[src/hw/sync_serial_defines.vh]
// Constants for the synchronous serial receiver/transmitter block
// Contract
// - NRZ, receiver shifts LSB first on falling edge
// - transmitter starts new bit on rising edge
// - right-justified characters, LSB first, upper lines ignored
// - shared length and parity settings
// - parity appended after data bits
// - holding load clears buffer-empty flag
// - transfer to shift register sets buffer-empty
// - fill character sent when nothing loaded
// - fill-sent flag set and clear conditions
// - reset sends all ones, empty set, fill-sent cleared
// - reset clears receive flags, inhibits sync hunting
// - sync strobe loads sync register
// - hunt bitwise, then frame one character per time
// - sync-received flag set and clear conditions
// - output register load sets data-available; clears
// - status word and data multiplexed on bus
// - bus three-state when nothing selected
// - length code 00..11 gives five..eight bits
// - parity disable, even when high, odd when low
// - overrun flag on overwrite, clear conditions
// - restart low resets receiver, rising edge hunts
`ifndef SYNC_SERIAL_DEFINES_VH
`define SYNC_SERIAL_DEFINES_VH

// Register byte offsets (low five address bits)
`define ADDR_CTRL      5'h00
`define ADDR_TX_HOLD   5'h04
`define ADDR_FILL      5'h08
`define ADDR_SYNC      5'h0C
`define ADDR_RX_DATA   5'h10
`define ADDR_STATUS    5'h14
`define ADDR_PINS      5'h18

// Control register fields
`define CTRL_LEN_LO    0
`define CTRL_LEN_HI    1
`define CTRL_PAR_DIS   2
`define CTRL_PAR_EVEN  3
`define CTRL_RESET     4'h0

// Strobe level register fields
`define PINS_SWE_N     0
`define PINS_RDE_N     1
`define PINS_RR_N      2
`define PINS_RESET     3'h7

// Status word bit positions on the output bus
`define ST_RDA         0
`define ST_ROR         1
`define ST_RPE         2
`define ST_SCR         3
`define ST_FCT         6
`define ST_TX_BUFFER_EMPTY        7

// Character framing
`define LEN_BASE       4'h5
`define FRAME_W        4'h9
`define ONES_FRAME     9'h1FF

// Receiver states
`define RX_IDLE        2'h0
`define RX_HUNT        2'h1
`define RX_SYNC        2'h2

// Bus answers
`define RESP_OKAY      2'h0
`define RESP_SLVERR    2'h2

`endif

[src/hw/sync_serial_receiver_transmitter.v]
// Synchronous serial receiver/transmitter with AXI4-Lite register access
//
// Decided for this implementation: the placing of the registers and register access over AXI4-Lite.
`timescale 1ns/1ps
`include "sync_serial_defines.vh"

module sync_serial_receiver_transmitter (
  // Clock, reset, enable
  input  wire        aclk,
  input  wire        aresetn,
  input  wire        ce,
  // AXI4-Lite write address
  input  wire [31:0] awaddr,
  input  wire        awvalid,
  output reg         awready,
  // AXI4-Lite write data
  input  wire [31:0] wdata,
  input  wire [3:0]  wstrb,
  input  wire        wvalid,
  output reg         wready,
  // AXI4-Lite write response
  output reg  [1:0]  bresp,
  output reg         bvalid,
  input  wire        bready,
  // AXI4-Lite read address
  input  wire [31:0] araddr,
  input  wire        arvalid,
  output reg         arready,
  // AXI4-Lite read data
  output reg  [31:0] rdata,
  output reg  [1:0]  rresp,
  output reg         rvalid,
  input  wire        rready,
  // Serial link
  input  wire        tx_bit_clock,
  output reg         tx_serial_out,
  input  wire        rx_bit_clock,
  input  wire        rx_serial_in,
  // Status pins
  output reg         tx_buffer_empty,
  output reg         fill_sent,
  output reg         rx_data_available,
  output reg         rx_overrun,
  output reg         rx_parity_error,
  output reg         sync_received,
  // Three-state received data bus
  output reg  [7:0]  rx_bus_out,
  output reg         rx_bus_oe
);

  ////////////////////////////////////////////////////////////////////////////
  // Helper functions

  // Data bits per character from the length code
  function [3:0] data_len;
    input [1:0] sel;
    begin
      data_len = {2'b00, sel} + `LEN_BASE;
    end
  endfunction

  // Keep only the low len bits of a character
  function [7:0] mask_data;
    input [7:0] d;
    input [3:0] len;
    begin
      mask_data = d & ~(8'hFF << len);
    end
  endfunction

  // Parity bit for the selected sense
  function par_bit;
    input [7:0] d;
    input       even;
    begin
      par_bit = even ? (^d) : (~^d);
    end
  endfunction

  ////////////////////////////////////////////////////////////////////////////
  // Register storage

  reg  [3:0]  ctrl;          // Length and parity settings
  reg  [7:0]  hold_reg;      // Transmit holding register
  reg  [7:0]  fill_reg;      // Transmit fill register
  reg  [7:0]  sync_reg;      // Receive sync character
  reg  [7:0]  rx_out_reg;    // Receive output register
  reg  [2:0]  pins;          // Status/data enable and restart levels

  // Shared settings drive both directions
  wire [3:0]  len     = data_len(ctrl[`CTRL_LEN_HI:`CTRL_LEN_LO]);
  wire        par_dis = ctrl[`CTRL_PAR_DIS];
  wire        par_ev  = ctrl[`CTRL_PAR_EVEN];
  wire [3:0]  frame_n = len + {3'b000, ~par_dis};

  ////////////////////////////////////////////////////////////////////////////
  // AXI4-Lite slave

  reg         aw_held;       // Write address captured
  reg         w_held;        // Write data captured
  reg  [4:0]  wr_addr;       // Captured write offset
  reg  [31:0] wr_data;       // Captured write data
  reg  [3:0]  wr_strb;       // Captured byte enables

  // A write happens once both halves are in and no answer is pending
  wire        wr_go   = aw_held & w_held & ~bvalid;
  wire        wr_lane = wr_go & wr_strb[0];
  wire        wr_ctrl = wr_lane && (wr_addr == `ADDR_CTRL);
  wire        wr_hold = wr_lane && (wr_addr == `ADDR_TX_HOLD);
  wire        wr_fill = wr_lane && (wr_addr == `ADDR_FILL);
  wire        wr_sync = wr_lane && (wr_addr == `ADDR_SYNC);
  wire        wr_pins = wr_lane && (wr_addr == `ADDR_PINS);
  wire        wr_map  = (wr_addr == `ADDR_CTRL) || (wr_addr == `ADDR_TX_HOLD)
                     || (wr_addr == `ADDR_FILL) || (wr_addr == `ADDR_SYNC)
                     || (wr_addr == `ADDR_PINS);

  // Strobe edges from software writes of the level register
  wire        swe_trail = wr_pins & ~pins[`PINS_SWE_N] & wr_data[`PINS_SWE_N];
  wire        rde_trail = wr_pins & ~pins[`PINS_RDE_N] & wr_data[`PINS_RDE_N];
  wire        rr_low    = ~pins[`PINS_RR_N];
  wire        rr_rise   = wr_pins & rr_low & wr_data[`PINS_RR_N];

  // Status word in bus layout
  wire [7:0]  status_word = {tx_buffer_empty, fill_sent, 2'b00,
                             sync_received, rx_parity_error,
                             rx_overrun, rx_data_available};

  // Write channels: each half taken on its own, answer after both
  always @(posedge aclk) begin
    if (!aresetn) begin
      awready <= 1'b0;
      wready  <= 1'b0;
      bvalid  <= 1'b0;
      bresp   <= `RESP_OKAY;
      aw_held <= 1'b0;
      w_held  <= 1'b0;
      wr_addr <= 5'h00;
      wr_data <= 32'h00000000;
      wr_strb <= 4'h0;
    end else if (ce) begin
      // Ready drops for the whole transaction, one beat at a time
      awready <= ~aw_held & ~bvalid & ~(awvalid & awready);
      wready  <= ~w_held & ~bvalid & ~(wvalid & wready);
      if (awvalid && awready) begin
        aw_held <= 1'b1;
        wr_addr <= awaddr[4:0];
      end
      if (wvalid && wready) begin
        w_held  <= 1'b1;
        wr_data <= wdata;
        wr_strb <= wstrb;
      end
      if (wr_go) begin
        bvalid  <= 1'b1;
        bresp   <= wr_map ? `RESP_OKAY : `RESP_SLVERR;
        aw_held <= 1'b0;
        w_held  <= 1'b0;
      end else if (bvalid && bready) begin
        bvalid  <= 1'b0;
      end
    end
  end

  // Read channel: one cycle from address to data
  always @(posedge aclk) begin
    if (!aresetn) begin
      arready <= 1'b0;
      rvalid  <= 1'b0;
      rdata   <= 32'h00000000;
      rresp   <= `RESP_OKAY;
    end else if (ce) begin
      arready <= ~rvalid & ~(arvalid & arready);
      if (arvalid && arready) begin
        rvalid <= 1'b1;
        rresp  <= `RESP_OKAY;
        case (araddr[4:0])
          `ADDR_CTRL:    rdata <= {28'h0000000, ctrl};
          `ADDR_TX_HOLD: rdata <= {24'h000000, hold_reg};
          `ADDR_FILL:    rdata <= {24'h000000, fill_reg};
          `ADDR_SYNC:    rdata <= {24'h000000, sync_reg};
          `ADDR_RX_DATA: rdata <= {24'h000000, rx_out_reg};
          `ADDR_STATUS:  rdata <= {24'h000000, status_word};
          `ADDR_PINS:    rdata <= {29'h00000000, pins};
          default: begin
            // Unmapped offset answers an error with zero data
            rdata <= 32'h00000000;
            rresp <= `RESP_SLVERR;
          end
        endcase
      end else if (rvalid && rready) begin
        rvalid <= 1'b0;
      end
    end
  end

  // Plain settings registers
  always @(posedge aclk) begin
    if (!aresetn) begin
      ctrl     <= `CTRL_RESET;
      fill_reg <= 8'h00;
      sync_reg <= 8'h00;
      pins     <= `PINS_RESET;
    end else if (ce) begin
      if (wr_ctrl)
        ctrl <= wr_data[3:0];
      if (wr_fill)
        fill_reg <= wr_data[7:0];
      if (wr_sync)
        sync_reg <= wr_data[7:0];
      if (wr_pins)
        pins <= wr_data[2:0];
    end
  end

  ////////////////////////////////////////////////////////////////////////////
  // Link synchronisers and edge finders

  reg         tck_s1, tck_s2, tck_s3;   // Transmit clock pipeline
  reg         rck_s1, rck_s2, rck_s3;   // Receive clock pipeline
  reg         rsi_s1, rsi_s2;           // Receive data pipeline

  // Same depth on clock and data keeps them aligned
  always @(posedge aclk) begin
    if (!aresetn) begin
      tck_s1 <= 1'b0;
      tck_s2 <= 1'b0;
      tck_s3 <= 1'b0;
      rck_s1 <= 1'b0;
      rck_s2 <= 1'b0;
      rck_s3 <= 1'b0;
      rsi_s1 <= 1'b1;
      rsi_s2 <= 1'b1;
    end else if (ce) begin
      tck_s1 <= tx_bit_clock;
      tck_s2 <= tck_s1;
      tck_s3 <= tck_s2;
      rck_s1 <= rx_bit_clock;
      rck_s2 <= rck_s1;
      rck_s3 <= rck_s2;
      rsi_s1 <= rx_serial_in;
      rsi_s2 <= rsi_s1;
    end
  end

  // Edges come from settled stages only, so flags act on clean events
  wire        tx_rise = tck_s2 & ~tck_s3;
  wire        rx_fall = ~rck_s2 & rck_s3;

  ////////////////////////////////////////////////////////////////////////////
  // Transmitter

  reg  [8:0]  tx_sr;         // Bits still to leave, LSB next
  reg  [3:0]  tx_cnt;        // Bit index within current frame

  wire        tx_last  = (tx_cnt >= frame_n - 4'h1);
  wire [7:0]  tx_src   = tx_buffer_empty ? fill_reg : hold_reg;
  wire [7:0]  tx_data  = mask_data(tx_src, len);
  wire [8:0]  tx_par   = {8'h00, par_bit(tx_data, par_ev) & ~par_dis};
  wire [8:0]  tx_frame = {1'b0, tx_data} | (tx_par << len);

  // Holding, fill-sent and shift logic; a load in the same cycle as a
  // transfer lands after it, so the new character is never dropped
  always @(posedge aclk) begin
    if (!aresetn) begin
      tx_sr           <= `ONES_FRAME;
      tx_serial_out   <= 1'b1;
      tx_cnt          <= 4'h0;
      tx_buffer_empty <= 1'b1;
      fill_sent       <= 1'b0;
      hold_reg        <= 8'h00;
    end else if (ce) begin
      if (tx_rise) begin
        if (tx_last) begin
          // Next character slot: holding if loaded, else fill
          tx_sr         <= tx_frame;
          tx_serial_out <= tx_frame[0];
          tx_cnt        <= 4'h0;
          tx_buffer_empty <= 1'b1;
          fill_sent     <= tx_buffer_empty;
        end else begin
          tx_sr         <= {1'b1, tx_sr[8:1]};
          tx_serial_out <= tx_sr[1];
          tx_cnt        <= tx_cnt + 4'h1;
          if (swe_trail)
            fill_sent   <= 1'b0;
        end
      end else if (swe_trail) begin
        fill_sent <= 1'b0;
      end
      if (wr_hold) begin
        hold_reg        <= wr_data[7:0];
        tx_buffer_empty <= 1'b0;
      end
    end
  end

  ////////////////////////////////////////////////////////////////////////////
  // Receiver

  reg  [1:0]  rx_state;      // Idle, hunting or framed
  reg  [8:0]  rx_sr;         // Newest bit at the top
  reg  [3:0]  rx_cnt;        // Bits gathered in current frame
  reg         rx_skip;       // Drop the sync character's parity bit

  // Window of the newest bits after this shift
  wire [8:0]  next_rx_sr = {rsi_s2, rx_sr[8:1]};
  wire [8:0]  hunt_win   = next_rx_sr >> (`FRAME_W - len);
  wire [8:0]  frame_win  = next_rx_sr >> (`FRAME_W - frame_n);
  wire [7:0]  hunt_char  = mask_data(hunt_win[7:0], len);
  wire [7:0]  rx_char    = mask_data(frame_win[7:0], len);
  wire [8:0]  rx_pshift  = frame_win >> len;
  wire        rx_pbad    = ~par_dis
                         & (rx_pshift[0] != par_bit(rx_char, par_ev));
  wire        hunt_hit   = (hunt_char == mask_data(sync_reg, len));
  wire        frame_end  = (rx_cnt == frame_n - 4'h1);

  // Output register update pulses
  wire        do_hunt    = ce & rx_fall & (rx_state == `RX_HUNT)
                         & hunt_hit;
  wire        do_frame   = ce & rx_fall & (rx_state == `RX_SYNC)
                         & ~rx_skip & frame_end;
  wire        do_xfer    = do_hunt | do_frame;

  // Sequencing of the receive shift register
  always @(posedge aclk) begin
    if (!aresetn) begin
      rx_state <= `RX_IDLE;
      rx_sr    <= 9'h000;
      rx_cnt   <= 4'h0;
      rx_skip  <= 1'b0;
    end else if (ce) begin
      if (rr_low && !rr_rise) begin
        rx_state <= `RX_IDLE;
        rx_cnt   <= 4'h0;
        rx_skip  <= 1'b0;
      end else if (rr_rise) begin
        rx_state <= `RX_HUNT;
        rx_cnt   <= 4'h0;
      end else if (rx_fall) begin
        rx_sr <= next_rx_sr;
        case (rx_state)
          `RX_HUNT: begin
            // Compare at every bit until the sync character shows
            if (hunt_hit) begin
              rx_state <= `RX_SYNC;
              rx_skip  <= ~par_dis;
              rx_cnt   <= 4'h0;
            end
          end
          `RX_SYNC: begin
            if (rx_skip) begin
              rx_skip <= 1'b0;
              rx_cnt  <= 4'h0;
            end else if (frame_end) begin
              rx_cnt  <= 4'h0;
            end else begin
              rx_cnt  <= rx_cnt + 4'h1;
            end
          end
          default: begin
            rx_cnt <= 4'h0;
          end
        endcase
      end
    end
  end

  // Output register and receive flags; a set beats any clear, save a framed sync match, which a status-enable trailing edge clears
  always @(posedge aclk) begin
    if (!aresetn) begin
      rx_out_reg        <= 8'h00;
      rx_data_available <= 1'b0;
      rx_overrun        <= 1'b0;
      rx_parity_error   <= 1'b0;
      sync_received     <= 1'b0;
    end else if (ce) begin
      if (do_xfer) begin
        rx_out_reg        <= do_hunt ? hunt_char : rx_char;
        rx_data_available <= 1'b1;
        rx_overrun        <= rx_data_available | (rx_overrun
                             & ~swe_trail);
      end else begin
        if (rde_trail || rr_low)
          rx_data_available <= 1'b0;
        if (swe_trail || rr_low)
          rx_overrun <= 1'b0;
      end
      if (do_hunt)
        sync_received <= 1'b1;
      else if (do_frame)
        sync_received <= (rx_char == mask_data(sync_reg, len))
                         & ~swe_trail;
      else if (swe_trail || rr_low)
        sync_received <= 1'b0;
      if (do_frame)
        rx_parity_error <= rx_pbad;
      else if (swe_trail || rr_low)
        rx_parity_error <= 1'b0;
    end
  end

  ////////////////////////////////////////////////////////////////////////////
  // Output bus multiplexer

  // Only one enable low selects; both or neither float the bus
  always @(posedge aclk) begin
    if (!aresetn) begin
      rx_bus_out <= 8'h00;
      rx_bus_oe  <= 1'b0;
    end else if (ce) begin
      if (!pins[`PINS_SWE_N] && pins[`PINS_RDE_N]) begin
        rx_bus_out <= status_word;
        rx_bus_oe  <= 1'b1;
      end else if (pins[`PINS_SWE_N] && !pins[`PINS_RDE_N]) begin
        rx_bus_out <= rx_out_reg;
        rx_bus_oe  <= 1'b1;
      end else begin
        rx_bus_out <= 8'h00;
        rx_bus_oe  <= 1'b0;
      end
    end
  end

endmodule

[config.mk]
export PLATFORM = sky130hd
export DESIGN_NAME = sync_serial_receiver_transmitter
export DESIGN_NICKNAME = d
export VERILOG_FILES = /design/src/hw/sync_serial_receiver_transmitter.v
export VERILOG_INCLUDE_DIRS = /design/src /design/src/hw
export SDC_FILE = /design/constraint.sdc
export NUM_CORES = 1
export LEC_CHECK = 0
export ABC_AREA = 1
export BUFFER_PORTS_ARGS = -buffer_cell sky130_fd_sc_hd__buf_2
export CAP_MARGIN = 20
export CORE_MARGIN = 2
export CORE_UTILIZATION = 50
export CTS_CLUSTER_DIAMETER = 100
export DETAILED_ROUTE_END_ITERATION = 8
export GPL_TIMING_DRIVEN = 0
export HOLD_SLACK_MARGIN = 0.02
export PLACE_DENSITY = 0.83
export SLEW_MARGIN = 15
export SYNTH_ARGS = -nofsm -noshare
export SYNTH_HDL_FRONTEND = slang
export SYNTH_SLANG_ARGS = --single-unit
[constraint.sdc]
create_clock -name aclk -period 7.1 [get_ports aclk]
set_input_delay 0 -clock aclk [delete_from_list [all_inputs] [get_ports aclk]]
set_output_delay 0 -clock aclk [all_outputs]
set_load 0.03 [all_outputs]
==> results of run 1 <==
## Yosys cell counts (all sizes together)
master | instances | share of area
or2 | 1 | 0.00088
o221ai | 3 | 0.0037
o311ai | 1 | 0.0012
o2111ai | 2 | 0.0025
a211oi | 9 | 0.0095
xor2 | 12 | 0.015
xnor2 | 7 | 0.0087
nand3b | 2 | 0.0021
a21oi | 95 | 0.067
nand2 | 284 | 0.15
o21ai | 84 | 0.060
o31ai | 2 | 0.0021
nor2 | 83 | 0.049
nand3 | 102 | 0.077
nor3 | 15 | 0.011
o211ai | 12 | 0.013
fa | 1 | 0.0028
dfxtp | 121 | 0.34
a2111oi | 1 | 0.0012
clkinv | 1 | 0.00053
ha | 16 | 0.028
clkbuf | 25 | 0.013
a221oi | 4 | 0.0049
nand4 | 24 | 0.021
and2 | 1 | 0.00088
inv | 115 | 0.061
conb | 1 | 0.00053
a31oi | 1 | 0.00088
o22ai | 4 | 0.0035
a21o | 1 | 0.0011
a32o | 1 | 0.0014
buf | 38 | 0.038
## critical path: stages (launching register included)
cell      delay, ns
dfxtp_1        0.64
inv_2          0.14
buf_6          0.20
ha_1           0.21
fa_1           0.52
buf_2          0.22
inv_1          0.12
ha_1           0.35
ha_1           0.30
inv_1          0.06
nor2_1         0.03
o211ai_1       0.14
nand3_1        0.25
nand2_1        0.36
inv_1          0.23
o311ai_0       0.29
## final cells by class
cell class	instances	area, sq um	area share
Buffer	63	365.4	0.04286
Multi-Input combinational cell	794	3948	0.4631
Clock buffer	21	460.4	0.05401
Inverter	116	435.4	0.05108
Sequential cell	121	2422	0.2842
Clock inverter	11	145.1	0.01703
Antenna cell	1	2.502	0.0002936
Timing Repair Buffer	82	520.5	0.06106
Tap cell	180	225.2	0.02642
## cell usage in the layout (no fill, tap or decap), types with 22 or more instances in the layout
| master | netlist | final |
|---|---|---|
| dfxtp_1 | 121 | 121 |
| dlygate4sd3_1 | 0 | 22 |
| nand3_1 | 98 | 98 |
| buf_2 | 7 | 67 |
| o21ai_0 | 73 | 73 |
| inv_1 | 111 | 111 |
| clkbuf_1 | 25 | 27 |
| a21oi_1 | 95 | 95 |
| buf_4 | 26 | 26 |
| nand2_1 | 276 | 276 |
| conb_1 | 1 | 26 |
| nor2_1 | 80 | 80 |
| nand4_1 | 24 | 24 |
## cell families after synthesis
group	after synthesis
AOI/OAI and AO/OA	220
xor gates and xnor gates	19
adders and majority gates	17
buffers and inverters	179
DFF	121
other	1
and+or+nand+nor	512
## power by group
| part | switching (mW) | internal [mW] |
|---|---|---|
| registers | 0.0109 | 0.694 |
| logic | 0.102 | 0.0518 |
| clock network | 0.317 | 0.569 |
| total | 0.429 | 1.32 |
## through the flow
step	utilization	std cells	total power, mW	worst slack [ns]
2_1_floorplan	-	1094	0.8200	3.769
3_3_place_gp	0.5566	1334	0.8559	3.042
3_5_place_dp	0.5566	1334	0.8579	2.978
4_1_cts	0.6163	1388	1.738	2.962
5_1_grt	0.6165	1389	1.790	2.711
6_report	0.6165	1389	1.744	2.924
## layer usage
metal / global-route usage / up-vias / wire (um) / share of wire
li1: - / 3760 / - / -
met1: 0.3971 / 3429 / 9131 / 0.40
met2: 0.4807 / 386 / 10410 / 0.46
met3: 0.05581 / 74 / 2017 / 0.089
met4: 0.1506 / 0 / 995 / 0.044
met5: 0 / - / 0 / 0
## repair_timing
action                    4_1_cts  5_1_grt
setup buffers                   0        0
hold endpoints to repair       22        0
hold buffers                   22        0
## worst paths after layout
check / start / to / cells past startpoint
worst max-delay path: ctrl[0] / tx_buffer_empty / 15
worst min-delay path: arvalid / arready / 4
worst max register to register: ctrl[0] / tx_buffer_empty / 15
worst min register to register: tck_s3 / tck_s3 / 2
==> results.cfg, run 1 <==
[routing]
ant_nets = 0
drt-vias-per-instance = 5.507
wl_per_cell_um = 16.24
vias = 7649
drt-pass1-iter-count = 5
drc_errors = 0
drt_iter0_markers = 911
wirelength_mm = 22.55

[finish]
drive_gt1_frac = 0.1225
nNetsFinal = 1323
largest-register = tx_sr
nFillCells = 1235
design_area_sq_um = 8524
largest_reg_flops = 9
areaGrowthSynthToFinish_pct = 20.46

[timing]
hold_viol = 0
setup_violations = 0
min_period_ns = 4.176
finalClockSkew_ns = 0.005099
fmax_mhz = 239.5
timing.final.crit_share = 0.5881
slew_headroom = 0.2475
rsz0062_at_grt = no
tightest_slew_ns = 1.120
whs_ns = 0.05325
fin_setup_tns_ns = 0
drv_slew = 0

[die]
rows = 43
core_area_sq_um = 13830
floorplan.initialDensity = 0.5118
die_area_sq_um = 15120
die_y_um = 123.0
io_pins = 168
die_w_um = 123.0

[global_routing]
grt_overflow = 0
antenna_found_initial = 1
grt_max_degree = 17
grt_pass1_vias = 6804
grt_use_total = 0.3033
grt_pass1_wl_mm = 34.96

[worst_setup_path]
critPathKind = flop to flop
worstPathMaxFanout = 13
required_ns = 7.42
arrival_ns = 4.50
cp-end-kind = flop
r2r_slack_ns = 2.92
crit_path_start_kind = flop

[synthesis]
synth_compound_area_frac = 0.1720
synth_top_family_by_area = simple AND/OR/NAND/NOR gates
synthCells = 1069
post_synth_and_or_nand_nor_area_fraction = 0.3174
synth_area_sq_um = 7077
avgSynthCellArea_sq_um = 6.620
ys_ff_latch = 121
ys.warnings.count = 0
synth-seq-area-share = 0.3423
synth.distinct_cells = 45
synth_xor_area_frac = 0.02351
synth_fa_ha_area_frac = 0.03112
synthMuxAreaShare = 0

[cts]
cts.sinks = 121
root_buffer = clkbuf_16
clk_latency_ns = 0.42
clock_path_buffers = 2
cts_resized = 0
cts_tree = built
clk_pin_slew_worst_paths_ns = 0.06
h-tree-depth = 4
cts_buffers = 17

[pwr]
vdd_drop_max_mv = 0.2305
p_leak_nw = 3.985
power_density_nw_per_um2 = 204.6

[place]
port-buffer-count = 60
hpwl_mm = 16.51
placed_area_sq_um = 7696
gp_congestion = 1.050

[run]
cap_viol_max_count = 0

[outcome]
status = completed

[worst_hold_path]
hold_class = primary input to flop
Power figures use the tool's default switching activity.
==> run 2: changes to the inputs <==
Clock period 7.1 ns to 4.07 ns, I/O delays scaled along.
==> run 2 against run 1 <==
  * Wire length increased by 0.24%
  * Fmax increased by 8.1%
  * Sequential share of layout area about the same
  * Non-clock buffer count unchanged
  * Die area unchanged
  * Cell area about the same
  * Via count increased by 0.46%
  * Register-to-register slack got worse by 2.7 ns
  * Critical path depth unchanged
  * Global-route usage unchanged
  * Sequential power increased by 74%
  * Critical path type unchanged
==> results.cfg, run 2 (synthesis results as in run 1) <==
[outcome]
status = completed

[worst_setup_path]
required_ns = 4.39
worstPathMaxFanout = 13
cp-end-kind = flop
critPathKind = flop to flop
crit_path_start_kind = flop
arrival_ns = 4.18

[run]
cap_viol_max_count = 0

[global_routing]
antenna_found_initial = 1
grt_max_degree = 17
grt_overflow = 0
grt_pass1_vias = 6804
grt_use_total = 0.3033
grt_pass1_wl_mm = 34.96

[routing]
ant_nets = 0
drt_iter0_markers = 930
drt-pass1-iter-count = 6
wirelength_mm = 22.61
drc_errors = 0
vias = 7684
wl_per_cell_um = 16.28
drt-vias-per-instance = 5.532

[place]
port-buffer-count = 60
hpwl_mm = 16.51
place_inst = 1334
gp_congestion = 1.050
placed_area_sq_um = 7696

[die]
floorplan.initialDensity = 0.5118
io_pins = 168
die_w_um = 123.0
core_area_sq_um = 13830
die_y_um = 123.0
die_area_sq_um = 15120
rows = 43

[finish]
stdcell_count = 1389
final_cell_mix = nand2_1, dfxtp_1, inv_1
largest_reg_flops = 9
nNetsFinal = 1323
design_area_sq_um = 8528
layout_commonest_cell = nand2_1
fin_util = 0.6168
largest-register = tx_sr
areaGrowthSynthToFinish_pct = 20.51
drive_gt1_frac = 0.1242

[pwr]
vdd_drop_max_mv = 0.4025
p_leak_nw = 3.987
power_density_nw_per_um2 = 357.2
power_mw = 3.046

[cts]
post_cts.repair.setup_buffers = 0
h-tree-depth = 4
cts_tree = built
cts.sinks = 121
clk_latency_ns = 0.42
root_buffer = clkbuf_16
clk_pin_slew_worst_paths_ns = 0.06
clock_path_buffers = 2
cts_buffers = 17

[timing]
slew_headroom = 0.2341
hold_viol = 0
drv_slew = 0
setup_violations = 0
rsz0062_at_grt = no
timing.final.crit_share = 0.9495
tightest_slew_ns = 1.140
fmax_mhz = 258.8
min_period_ns = 3.864
fin_setup_tns_ns = 0
finalClockSkew_ns = 0.005231

[worst_hold_path]
hold_class = primary input to flop
## run 2: cell types whose count changed in the layout (fill, tap and decap cells not counted)
cell	before	now
nand2_1	276	275
dfxtp_1	121	120
dfxtp_2	0	1
nand2_2	6	7
## run 2: layout make-up
| type | instances | area (sq um) |
|---|---|---|
| clock buffer | 21 | 460.4 |
| multi-input combinational | 794 | 3950 |
| timing repair buffer | 82 | 520.5 |
| sequential | 121 | 2424 |
| fill | 1234 | 5299 |
| clock inverter | 11 | 145.1 |
| inverter | 116 | 435.4 |
| tap | 180 | 225.2 |
| antenna | 1 | 2.502 |
| buffer | 63 | 365.4 |
## run 2: power by group
part           total [mW]  switching (mW)  internal, mW
sequential           1.23          0.0190          1.21
combinational       0.268           0.178        0.0903
clock                1.55           0.555         0.993
total                3.05           0.752          2.29
## run 2: what timing repair did
item / in CTS / in global routing
hold buffers: 22 / 0
cloned: 0 / 0
endpoints found under the hold margin: 22 / 0
setup endpoints to repair: 2 / 3
gates resized for setup: 1 / 1
## run 2: metal layers
layer,GRT usage,routed length [um],up-vias,share of wire
met3,0.05581,1966,81,0.087
li1,-,-,3760,-
met4,0.1506,1032,0,0.046
met2,0.4807,10370,407,0.46
met5,0,0,-,0
met1,0.3971,9241,3436,0.41
## run 2: path summary, 6_finish.rpt
| path | from | end | slack (ns) | cells after the start |
|---|---|---|---|---|
| worst max-delay path | ctrl[0] | tx_buffer_empty | 0.21 | 15 |
| worst min-delay path | arvalid | arready | 0.06 | 4 |
| worst max register to register | ctrl[0] | tx_buffer_empty | 0.21 | 15 |
| worst min register to register | tck_s3 | tck_s3 | 0.47 | 2 |
## run 2: worst max-delay path, stage by stage, from the launching register on
cell      delay, ns
dfxtp_2        0.49
inv_2          0.12
buf_6          0.18
ha_1           0.21
fa_1           0.52
buf_2          0.22
inv_1          0.12
ha_1           0.35
ha_1           0.30
inv_1          0.06
nor2_1         0.03
o211ai_1       0.14
nand3_1        0.27
nand2_2        0.28
inv_1          0.18
o311ai_0       0.28
## run 2: stage by stage
stage | hold WS, ns | worst slack, ns
after detailed placement | 0.2330 | -0.05163
final | 0.06164 | 0.2056
after floorplan | 0.1263 | 0.7391
after CTS | 0.03126 | 0.1143
after global placement | 0.2209 | 0.01153
after global routing | 0.1046 | 0.01899
==> run 3: changes to the inputs <==
Settings changed: CORE_ASPECT_RATIO from default to 1.4.
==> run 3 against run 2 <==
  * Non-clock buffer count rose by 1
  * Global-route usage up 0.14 points
  * Worst setup slack improved by 0.066 ns
  * Cell area grew 0.15%
  * Critical endpoint is now tx_cnt[0]
  * Largest power group unchanged
==> results.cfg, run 3 (synthesis results as in run 1) <==
[cts]
cts_buffers = 17
cts.sinks = 121
clock_path_buffers = 2
h-tree-depth = 4
clk_pin_slew_worst_paths_ns = 0.06
root_buffer = clkbuf_16
clk_latency_ns = 0.42
cts_tree = built
post_cts.repair.setup_buffers = 0

[global_routing]
grt_max_degree = 17
grt_pass1_wl_mm = 35.94
grt_use_total = 0.3047
antenna_found_initial = 0
grt_overflow = 0
grt_pass1_vias = 7154

[routing]
highest_layer = met4
drt_iter0_markers = 576
wl_per_cell_um = 16.80
drc_errors = 0
vias = 7727
met1Wirelength_mm = 8.649
met2_length_mm = 11.63
drt-pass1-iter-count = 5
ant_nets = 0
drt-vias-per-instance = 5.547
wirelength_mm = 23.40
dr_wl_met3_mm = 1.405

[worst_setup_path]
required_ns = 4.40
worstPathMaxFanout = 13
slowest_delay_ns = 0.52
crit_path_start_kind = flop
arrival_ns = 4.12
critPathKind = flop to flop
cp-end-kind = flop
path_cells = inv_2, buf_6, ha_1, fa_1, buf_2, inv_1, ha_1, ha_1, inv_1, nor2_1, o211ai_1, nand3_2, nor2_1, inv_1, a211oi_1
slowest_stage = fa_1

[die]
io_pins = 168
die_area_sq_um = 15130
floorplan.initialDensity = 0.5111
core_area_sq_um = 13850
die_w_um = 104.5
rows = 51
die_y_um = 144.8

[finish]
final_cell_mix = nand2_1, dfxtp_1, inv_1
nNetsFinal = 1324
nFillCells = 1274
areaGrowthSynthToFinish_pct = 20.69
layout_commonest_cell = nand2_1
fin_util = 0.6168
largest-register = tx_sr
design_area_sq_um = 8541
diodes = 0
largest_reg_flops = 9
drive_gt1_frac = 0.1258
stdcell_count = 1393

[place]
gp_congestion = 1.031
hpwl_mm = 17.74
placed_area_sq_um = 7702
port-buffer-count = 60
place_inst = 1339

[timing]
drv_slew = 0
min_period_ns = 3.798
timing.final.crit_share = 0.9332
fmax_mhz = 263.3
slew_headroom = 0.3509
tightest_slew_ns = 0.9663
hold_viol = 0
setup_violations = 0
rsz0062_at_grt = no
finalClockSkew_ns = 0.01146

[pwr]
p_leak_nw = 4.009
vdd_drop_max_mv = 0.3356
power_mw = 3.014
power_density_nw_per_um2 = 352.9

[run]
cap_viol_max_count = 0

[outcome]
status = completed

[worst_hold_path]
hold_class = primary input to flop
run 3: changes by cell type in the layout (fill, tap and decap cells not counted):
cell,change
clkinv_4,+4
nand3_2,+1
clkbuf_1,-2
inv_6,+1
diode_2,-1
dlygate4sd3_1,+1
bufinv_16,-1
nand2_4,+1
nand3_1,-1
clkinv_2,-2
nand2_2,-1
clkinvlp_4,-1
run 3: through the flow:
stage / setup TNS (ns) / worst slack, ns / hold slack, ns
detailed placement: -0.01306 / -0.01306 / 0.2332
global route: 0 / 0.06780 / 0.07007
finish: 0 / 0.2717 / 0.02893
CTS: 0 / 0.1114 / 0.03348
floorplan: 0 / 0.7391 / 0.1263
global placement: 0 / 0.04509 / 0.2144
run 3: final cells by class:
class                      count  area, sq um  share of cell area
clock buffer                  19        452.9             0.05303
clock inverter                12        141.4             0.01655
sequential                   121         2424              0.2838
inverter                     116        435.4             0.05098
tap                          185        231.5             0.02710
buffer                        63        365.4             0.04278
multi-input combinational    794         3960              0.4637
timing repair buffer          83        530.5             0.06212
run 3: critical path, delay by kind of cell, from the launching register on:
family | cells | cell delay, ns
adders and majority gates | 4 | 1.42
buffers and inverters | 6 | 0.82
and+or+nand+nor | 3 | 0.58
DFF | 1 | 0.47
AOI/OAI and AO/OA | 2 | 0.43
run 3: path summary, 6_finish.rpt:
path / start / end / slack [ns] / cells after the start
max reg2reg: ctrl[0] / tx_cnt[0] / 0.27 / 15
min reg2reg: wr_strb[0] / wr_strb[0] / 0.45 / 2
max: ctrl[0] / tx_cnt[0] / 0.27 / 15
min: arvalid / arready / 0.03 / 4
run 3: what timing repair did:
item,4_1_cts,5_1_grt
resized for setup,1,3
endpoints found under the hold margin,22,0
endpoints found under the setup margin,1,8
hold buffers,23,0
gates cloned,0,0
run 3: where the power goes:
| group | leakage, nW | total, mW | internal, mW | switching (mW) |
|---|---|---|---|---|
| combinational | 2.74 | 0.269 | 0.0910 | 0.178 |
| clock | 0.286 | 1.52 | 0.937 | 0.579 |
| sequential | 0.982 | 1.23 | 1.21 | 0.0182 |
| total | 4.01 | 3.01 | 2.24 | 0.776 |
run 3: per-layer routing:
layer | global-route usage | vias to the layer above
li1 | - | 3756
met1 | 0.3269 | 3534
met2 | 0.5511 | 340
met3 | 0.04433 | 97
met4 | 0.2155 | 0
met5 | 0 | -
